--- src/include/pxwa_map.svh ---
// Constants of the pixel-to-word addressing block
`ifndef PXWA_MAP_SVH
`define PXWA_MAP_SVH
`define PXWA_WORD_W      32
`define PXWA_ADDR_W      32
`define PXWA_CNT_W       16
`define PXWA_POS_W       5
`define PXWA_BUF_DEPTH   32
`define PXWA_SKID_DEPTH  2
`define PXWA_FMT_4BPP    3'h0
`define PXWA_FMT_8BPP    3'h1
`define PXWA_FMT_16BPP   3'h2
`define PXWA_FMT_24PK    3'h3
`define PXWA_FMT_24UP    3'h4
`define PXWA_NIB_EVEN_LSB 5'h04
`define PXWA_NIB_ODD_LSB  5'h00
`define PXWA_BYTES_24    3'h3
`endif

--- src/include/pxwa_pkg.sv ---
// Types of the pixel-to-word addressing block
package pxwa_pkg;
   typedef enum logic [3:0]
   {
      PXWA_IDLE  = 4'h1,
      PXWA_READ  = 4'h2,
      PXWA_WRITE = 4'h4,
      PXWA_DONE  = 4'h8
   } pxwa_state_t;

   // One side of a transfer: start address, word count and pixel bounds
   typedef struct packed
   {
      logic [31:0] base_addr;
      logic [15:0] word_count;
      logic [4:0]  start_bit_position;
      logic [4:0]  end_bit_position;
   } pxwa_side_t;

   // Memory bus request
   typedef struct packed
   {
      logic        rd;
      logic        wr;
      logic [31:0] addr;
      logic [31:0] wdata;
      logic [3:0]  be;
   } pxwa_mreq_t;
endpackage

--- src/rtl/pxwa_skid.sv ---
// Two-entry buffer with valid and ready on both sides
`timescale 1ns/1ns
`default_nettype none
module pxwa_skid #(
   parameter int W = 32
) (
   input  wire logic         clk,       // Clock
   input  wire logic         rst,       // Sync reset, high
   input  wire logic         in_valid,  // Upstream word valid
   output logic              in_ready,  // Space available
   input  wire logic [W-1:0] in_data,   // Upstream word
   output logic              out_valid, // Word available
   input  wire logic         out_ready, // Downstream accepts
   output logic [W-1:0]      out_data   // Oldest word
);
   typedef struct packed
   {
      logic [1:0][W-1:0] mem;
      logic              rp;
      logic              wp;
      logic [1:0]        cnt;
   } pxwa_skst_t;

   pxwa_skst_t s_q;
   pxwa_skst_t s_d;
   logic       push;
   logic       pop;

   // Handshakes
   assign in_ready  = (s_q.cnt != 2'h2);
   assign out_valid = (s_q.cnt != 2'h0);
   assign out_data  = s_q.mem[s_q.rp];
   assign push      = in_valid && in_ready;
   assign pop       = out_valid && out_ready;

   // Next state
   always_comb
   begin
      s_d = s_q;
      if (push)
      begin
         s_d.mem[s_q.wp] = in_data;
         s_d.wp          = ~s_q.wp;
      end
      if (pop)
         s_d.rp = ~s_q.rp;
      s_d.cnt = 2'(s_q.cnt + {1'b0, push} - {1'b0, pop});
   end

   // State register
   always_ff @(posedge clk)
   begin
      if (rst)
         s_q <= '0;
      else
         s_q <= s_d;
   end
endmodule
`default_nettype wire

--- src/rtl/pxwa_top.sv ---
// Pixel-to-word addressing and block copy engine
`timescale 1ns/1ns
`default_nettype none
`include "pxwa_map.svh"
module pxwa_top #(
   parameter int DEPTH = `PXWA_BUF_DEPTH
) (
   input  wire logic               SYS_CLK,     // 100 MHz clock
   input  wire logic               SYS_RST,     // Sync reset, high
   input  wire logic               START,       // Begin transfer pulse
   input  wire logic [2:0]         PIXEL_FMT,   // Pixel format code
   input  wire pxwa_pkg::pxwa_side_t SRC_SIDE,  // Source settings
   input  wire pxwa_pkg::pxwa_side_t DST_SIDE,  // Destination settings
   output logic                    BUSY,        // Transfer running
   output logic                    DONE,        // Transfer finished pulse
   output logic [31:0]             FIRST_MASK,  // Destination first-word mask
   output logic [31:0]             LAST_MASK,   // Destination last-word mask
   output pxwa_pkg::pxwa_mreq_t    MEM_REQ,     // Memory request
   input  wire logic               MEM_GNT,     // Request accepted
   input  wire logic               MEM_RVALID,  // Read data valid
   input  wire logic [31:0]        MEM_RDATA    // Read data
);
   localparam int PW = $clog2(DEPTH);

   typedef struct packed
   {
      pxwa_pkg::pxwa_state_t st;
      logic [31:0]           raddr;
      logic [31:0]           waddr;
      logic [15:0]           rleft;
      logic [15:0]           wleft;
      logic [15:0]           wpos;
      logic [15:0]           wlast;
      logic [PW:0]           inflight;
      logic [31:0]           fmask;
      logic [31:0]           lmask;
      logic                  done;
      logic                  rdwait;
   } pxwa_topst_t;

   pxwa_topst_t s_q;
   pxwa_topst_t s_d;
   logic [DEPTH-1:0][31:0] buf_q;
   logic [PW-1:0]          bwp_q;
   logic [PW-1:0]          brp_q;
   logic [PW:0]            bcnt_q;
   logic                   b_push;
   logic                   b_pop;
   logic                   sk_in_ready;
   logic                   sk_out_valid;
   logic [31:0]            sk_out_data;
   logic                   wr_fire;

   // Width of one pixel in bits for the format
   function automatic logic [5:0] pix_bits(input logic [2:0] f);
      unique case (f)
         `PXWA_FMT_4BPP:  pix_bits = 6'h04;
         `PXWA_FMT_8BPP:  pix_bits = 6'h08;
         `PXWA_FMT_16BPP: pix_bits = 6'h10;
         `PXWA_FMT_24PK:  pix_bits = 6'h18;
         default:         pix_bits = 6'h20;
      endcase
   endfunction

   // Bit lanes covered from a pixel's lowest bit to the word top, or to bit 23 in unpacked 24 bpp.
   // In 4 bpp the even pixel sits in the upper nibble, so a start
   // at bit 4 also covers the odd pixel's lower nibble.
   function automatic logic [31:0] head_mask(input logic [2:0] f,
                                             input logic [4:0] p);
      logic [4:0] lo;
      lo = p;
      if (f == `PXWA_FMT_4BPP && p[2:0] == 3'(`PXWA_NIB_EVEN_LSB))
         lo = {p[4:3], 3'h0};
      head_mask = 32'hffffffff << lo;
      if (f == `PXWA_FMT_24UP)
         head_mask = head_mask & 32'h00ffffff;
   endfunction

   // Bit lanes from word bottom through the last pixel
   function automatic logic [31:0] tail_mask(input logic [2:0] f,
                                             input logic [4:0] p);
      logic [5:0] top;
      logic [5:0] t;
      top = 6'(p) + pix_bits(f);
      if (f == `PXWA_FMT_4BPP)
         top = 6'({p[4:3], 3'h0} + 6'h08);
      if (f == `PXWA_FMT_24PK && top > 6'h20)
         top = 6'(top - 6'h20);
      if (f == `PXWA_FMT_24UP)
         top = 6'h18;
      t = 6'h20 - top;
      tail_mask = 32'hffffffff >> t;
   endfunction

   // Receiver stage: no word lost when memory stalls writes
   pxwa_skid #(
      .W (32)
   ) u_skid (
      .clk       (SYS_CLK),
      .rst       (SYS_RST),
      .in_valid  (bcnt_q != '0),
      .in_ready  (sk_in_ready),
      .in_data   (buf_q[brp_q]),
      .out_valid (sk_out_valid),
      .out_ready (wr_fire),
      .out_data  (sk_out_data)
   );

   assign b_push = MEM_RVALID;
   assign b_pop  = (bcnt_q != '0) && sk_in_ready;

   // Copy buffer groups reads ahead of writes
   always_ff @(posedge SYS_CLK)
   begin
      if (SYS_RST)
      begin
         bwp_q  <= '0;
         brp_q  <= '0;
         bcnt_q <= '0;
      end
      else
      begin
         if (b_push)
            bwp_q <= PW'(bwp_q + 1'b1);
         if (b_pop)
            brp_q <= PW'(brp_q + 1'b1);
         bcnt_q <= (PW+1)'(bcnt_q + {{PW{1'b0}}, b_push} - {{PW{1'b0}}, b_pop});
      end
   end

   // Buffer storage
   always_ff @(posedge SYS_CLK)
   begin
      if (b_push)
         buf_q[bwp_q] <= MEM_RDATA;
   end

   // Write mask for the word being written: partial ends merge lanes
   function automatic logic [31:0] word_mask(input logic [15:0] pos,
                                             input logic [15:0] last,
                                             input logic [31:0] fm,
                                             input logic [31:0] lm);
      logic [31:0] m;
      m = 32'hffffffff;
      if (pos == 16'h0)
         m = m & fm;
      if (pos == last)
         m = m & lm;
      word_mask = m;
   endfunction

   // A byte lane is written only where the mask covers it fully
   function automatic logic [3:0] byte_lanes(input logic [31:0] m);
      byte_lanes = {&m[31:24], &m[23:16], &m[15:8], &m[7:0]};
   endfunction

   // Memory requests: a waiting read holds the bus, else writes go first
   always_comb
   begin
      MEM_REQ    = '0;
      MEM_REQ.be = 4'hf;
      if (s_q.st == pxwa_pkg::PXWA_READ && sk_out_valid && s_q.wleft != 16'h0
          && !s_q.rdwait)
      begin
         MEM_REQ.wr    = 1'b1;
         MEM_REQ.addr  = s_q.waddr;
         MEM_REQ.wdata = sk_out_data;
         MEM_REQ.be    = byte_lanes(word_mask(s_q.wpos, s_q.wlast,
                                              s_q.fmask, s_q.lmask));
      end
      else if (s_q.st == pxwa_pkg::PXWA_READ && s_q.rleft != '0
               && s_q.inflight < (PW+1)'(DEPTH))
      begin
         MEM_REQ.rd   = 1'b1;
         MEM_REQ.addr = s_q.raddr;
      end
   end

   assign wr_fire = MEM_REQ.wr && MEM_GNT;

   // Sequencer
   always_comb
   begin
      s_d      = s_q;
      s_d.done = 1'b0;
      s_d.rdwait = MEM_REQ.rd && !MEM_GNT; // Ungranted read stays offered
      unique case (s_q.st)
         pxwa_pkg::PXWA_IDLE:
         begin
            if (START)
            begin
               s_d.st       = pxwa_pkg::PXWA_READ;
               s_d.raddr    = SRC_SIDE.base_addr;
               s_d.waddr    = DST_SIDE.base_addr;
               s_d.rleft    = 16'(SRC_SIDE.word_count + 1'b1);
               s_d.wleft    = 16'(DST_SIDE.word_count + 1'b1);
               s_d.wlast    = DST_SIDE.word_count;
               s_d.wpos     = '0;
               s_d.inflight = '0;
               s_d.fmask    = head_mask(PIXEL_FMT, DST_SIDE.start_bit_position);
               s_d.lmask    = tail_mask(PIXEL_FMT, DST_SIDE.end_bit_position);
            end
         end
         pxwa_pkg::PXWA_READ:
         begin
            if (MEM_REQ.rd && MEM_GNT)
            begin
               s_d.raddr    = 32'(s_q.raddr + 32'h4);
               s_d.rleft    = 16'(s_q.rleft - 1'b1);
               s_d.inflight = (PW+1)'(s_q.inflight + 1'b1);
            end
            if (wr_fire)
            begin
               s_d.waddr    = 32'(s_q.waddr + 32'h4);
               s_d.wleft    = 16'(s_q.wleft - 1'b1);
               s_d.wpos     = 16'(s_q.wpos + 1'b1);
               s_d.inflight = (PW+1)'(s_d.inflight - 1'b1);
               if (s_q.wleft == 16'h1)
                  s_d.st = pxwa_pkg::PXWA_DONE;
            end
         end
         pxwa_pkg::PXWA_WRITE:
            s_d.st = pxwa_pkg::PXWA_READ;
         pxwa_pkg::PXWA_DONE:
         begin
            s_d.done = 1'b1;
            s_d.st   = pxwa_pkg::PXWA_IDLE;
         end
         default:
            s_d.st = pxwa_pkg::PXWA_IDLE;
      endcase
   end

   // State register
   always_ff @(posedge SYS_CLK)
   begin
      if (SYS_RST)
      begin
         s_q    <= '0;
         s_q.st <= pxwa_pkg::PXWA_IDLE;
      end
      else
         s_q <= s_d;
   end

   assign BUSY       = (s_q.st != pxwa_pkg::PXWA_IDLE);
   assign DONE       = s_q.done;
   assign FIRST_MASK = s_q.fmask;
   assign LAST_MASK  = s_q.lmask;
endmodule
`default_nettype wire

--- config.mk ---
export PLATFORM = sky130hd
export DESIGN_NAME = pxwa_top
export DESIGN_NICKNAME = d
export VERILOG_FILES = /design/src/include/pxwa_pkg.sv /design/src/rtl/pxwa_skid.sv /design/src/rtl/pxwa_top.sv
export VERILOG_INCLUDE_DIRS = /design/src /design/src/include
export SDC_FILE = /design/constraint.sdc
export NUM_CORES = 2
export LEC_CHECK = 0
export ABC_AREA = 1
export BUFFER_PORTS_ARGS = -buffer_cell sky130_fd_sc_hd__buf_2
export CELL_PAD_IN_SITES_DETAIL_PLACEMENT = 0
export CELL_PAD_IN_SITES_GLOBAL_PLACEMENT = 1
export CORE_MARGIN = 2
export CORE_UTILIZATION = 44
export CTS_BUF_LIST = sky130_fd_sc_hd__clkbuf_16
export DETAILED_ROUTE_END_ITERATION = 6
export PLACE_DENSITY_LB_ADDON = 0.3
export SYNTH_ARGS = -nofsm -noshare
export SYNTH_HDL_FRONTEND = slang
export SYNTH_SLANG_ARGS = --single-unit
--- constraint.sdc ---
create_clock -name SYS_CLK -period 4.2 [get_ports SYS_CLK]
set_input_delay 0.84 -clock SYS_CLK [delete_from_list [all_inputs] [get_ports SYS_CLK]]
set_output_delay 0.84 -clock SYS_CLK [all_outputs]
set_load 0.02 [all_outputs]
==> impl_results.md <==
* Final setup violation count at 0
* Post-synth EDFFs at 1024
* Final wirelength at between 150000 and 200000 µm
* Post-Layout Cell Count at 7105
* Worst r2r src: s_q[112]$_SDFFE_PP0P_
* Reg-to-reg setup timing slack at about 930 ps
* Synthesized area at about 0.055 mm²
* Worst setup margin at ~240 ps
* XOR/XNOR share of the synthesized area at 0.00681
* Dpl ws at a little over 700 ps
* Max Fclk at 252 MHz
* Commonest non-fill, non-tap cells in the layout: edfxtp_1 (1024), o21ai_0 (717), nor2_1 (703), nand2_1 (545), inv_1 (315)
* Area grow syn2layout at 13.6%
* Yosys top cell by area: edfxtp_1
* WP data arrival at approximately 3100 ps
* Mux cell area share after synthesis at 0
* Final period util at 0.944
* DRC at 11
* Initial antenna violation count at 13
* Die Ht at 359 µm
* M2 GR Usage at 0.414
* Max transition margin at 0.243
* Starting Density at 0.442
* Fraction of registers with async set/reset at 0
* Area share of fa/ha/maj cells after synthesis at 0.00862
* CTS Hold Bufs at 0
* Worst Hold Depth at 3
* Port-buffer cells at approximately 280
* Failing checks: design-rule violations
* WP data required at between 3000 and 4000 ps
* Crit path capture type: primary output
* CP Cell Sequence: nor2_1 -> nand2_1 -> nor2_1 -> nand2_1 -> nand2_2 -> buf_4 -> nand2_1 -> inv_1 -> a22o_1 -> buf_2
* GR peak layer: met2
* HPWL Detailed at around 96000 µm
* Slew Limit Fails at 0
* Top post-synthesis cells by area: edfxtp_1 (55%), dfxtp_1 (10%), o21ai_0 (6.5%)
* Unique cell type count in the Yosys netlist at 61
* First-pass DRT Iterations at 7
* Hold WC Path Type: in2reg
* Worst r2r path cells at 13
* Detailed-route via count at about 40k
* CTS-repair resized insts at 0
* Logic pwr share at 0.234
* CP Class: reg2out
* Post-route setup TNS at 0 ps
* Syn nets at between 5k and 6k
* Power Total at roughly 35000 µW
* CTS clk-pin slew, worst paths at about 60 ps
* Total GRT Usage at 0.249
* P_int at around 24000 µW
* Met1 GRT Util at 0.335
* Longest Clk Path Bufs at 3
* Reg power frac at 0.426
* First-pass GRT wire length at roughly 240000 µm
* Final nets at roughly 5.5k
* Worst R2R End: s_q[175]$_SDFFE_PP0P_
* Htree depth at 4
* Crit-path most repeated cell: nand2_1
* Finished Cell Area at between 0.06 and 0.07 mm²
* Post-DRT Antenna Nets at 0
* RSZ-0062 raised after global routing: no
* Leakage at 0.0218 µW
* Dpl cells at 6847
* Post-Synth Simple-Gate Area at 0.122
* Hold endpoint: s_q[168]$_SDFFE_PP0P_
* Worst vdd ir at approximately 0.6 mV
* Most common cell after layout, fill and taps aside: edfxtp_1
* Clock Skew at 22.1 ps
* P per Cell Area at 554 mW/mm²
* Placed Instance Area at roughly 0.059 mm²
* Switching power at approximately 11000 µW
* Largest net degree at the start of global routing at 180
* CTS root buf: clkbuf_16
* Compound-Gate Fraction of Synth Area at 0.153
* Clock buffer count from CTS at 141
* Final hold vios at 0
* Placer Congestion at slightly below 0.9
* Post-synthesis average cell area at approximately 11 µm²
* Wire length per cell at about 23 µm
* Initial DRC count at roughly 4.2k
* Worst Hold Launch: SRC_SIDE[26]
* Top-area cell type share of the netlist area at 0.555
* Number of fill cells at 11.2k
* Net Sw Frac at 0.326
* Die X at about 360 µm
* Largest family of logic cells by synthesized area: compound AO/OA/AOI/OAI gates
* Critical path's slowest cell: buf_4
* Vias in the first global route at 38.3k
* Row cnt at 130
* Met3 GRT Util at 0.0395
* Sequential area share after synthesis at 0.658
* CTS tree: yes
* Core area at 0.125 mm²
* Post-CTS Setup Bufs at 0
* Share of layout cells above drive strength 1 at 0.123
* Clk sink count at roughly 1.3k
* Outcome: finished with violations
* Crit start category: flip-flop
* Die area at between 0.1 and 0.15 mm²
* Slew @ Worst Pin at 1130 ps
* Top FF cell, synth: edfxtp_1
* Flops & latches, synth at roughly 1.3k
* Top-level I/O count at 292
* Cells after Synth at a little over 5k
* Final min period at about 4000 ps
* Slowest stage delay, CP at roughly 390 ps
* Crit-path max FO at 34
* Via density at approximately 5.7
* Yosys Warn Count at 0
* Max-cap viol count at 0
* Clock Latency Late Sink at just under 800 ps
* Clk pwr share at 0.339
* GRT Residual Overflow at 0
==> cells by family (layout without fill, tap and decap cells) <==
| kind of cell | count (synthesis) | in the layout |
|---|---|---|
| flip-flops | 1311 | 1311 |
| AO/OA/AOI/OAI | 1496 | 1496 |
| buffers and inverters | 677 | 943 |
| AND/OR/NAND/NOR | 1625 | 1625 |
| other | 0 | 2 |
| XOR/XNOR | 41 | 41 |
| adder cells (fa/ha/maj) | 37 | 37 |
==> flip-flops by register name, indices dropped and copies added, names as in the netlist <==
name        count
s_q           138
bcnt_q          6
u_skid.s_q     68
bwp_q           5
brp_q           5
LAST_MASK      32
buf_q        1024
DONE            1
FIRST_MASK     32
==> area by class of cell <==
| type | instances | area [µm²] | area share |
|---|---|---|---|
| multi-input cells | 3199 | 16400 | 0.260 |
| well taps | 1650 | 2060 | 0.0328 |
| inverters | 292 | 1120 | 0.0177 |
| diodes | 2 | 5.00 | 0.0000795 |
| flip-flops and latches | 1311 | 36500 | 0.580 |
| repair buffers | 395 | 2550 | 0.0405 |
| clock inverters | 113 | 787 | 0.0125 |
| clock buffers | 143 | 3580 | 0.0568 |
==> worst max path at each step <==
stage | start | endpoint | slack (ps) | cells after the start
global placement | PIXEL_FMT[1] | LAST_MASK[18]$_SDFFE_PP0P_ | 710 | 15
finish | s_q[112]$_SDFFE_PP0P_ | MEM_REQ[57] | 240 | 10
CTS | s_q[112]$_SDFFE_PP0P_ | MEM_REQ[57] | 160 | 10
detailed placement | PIXEL_FMT[1] | LAST_MASK[14]$_SDFFE_PP0P_ | 710 | 15
global route | s_q[112]$_SDFFE_PP0P_ | MEM_REQ[49] | 50 | 11
floorplan | MEM_RVALID | buf_q[1000]$_DFFE_PP_ | 120 | 5
==> cells in the mapped netlist (all sizes together) (101+ instances only) <==
cell,instances
a21oi,261
buf,122
clkbuf,263
dfxtp,287
edfxtp,1024
inv,287
nand2,554
nand3,187
nor2,750
o21ai,779
o221ai,101
o22ai,233
==> power groups by stage <==
stage	combinational, µW	sequential, µW	clock (µW)
3_3_place_gp	8050	15100	0
5_1_grt	9010	14900	12600
2_1_floorplan	5470	15000	0
4_1_cts	8180	14900	12000
3_5_place_dp	8150	15100	0
6_report	8180	14900	11900
==> critical path, delay by kind of cell (launching register included) <==
| family | cells | cell delay [ps] |
|---|---|---|
| buffers and inverters | 3 | 930 |
| flip-flops | 1 | 330 |
| AO/OA/AOI/OAI | 1 | 240 |
| AND/OR/NAND/NOR | 6 | 850 |
==> per-stage QoR <==
| step | util | hold WS [ps] |
|---|---|---|
| floorplan | - | 441 |
| global placement | 0.467 | 453 |
| CTS | 0.502 | 227 |
| detailed placement | 0.467 | 456 |
| global route | 0.502 | 265 |
| finish | 0.502 | 277 |
==> layer usage <==
metal	vias to the layer above	share of wire	routed length [µm]
met1	20000	0.43	70500
met3	261	0.065	10700
met4	4	0.025	4100
li1	19000	-	-
met5	-	0.00016	27
met2	1468	0.48	78800
No activity file was read; power rests on OpenSTA's default activity.
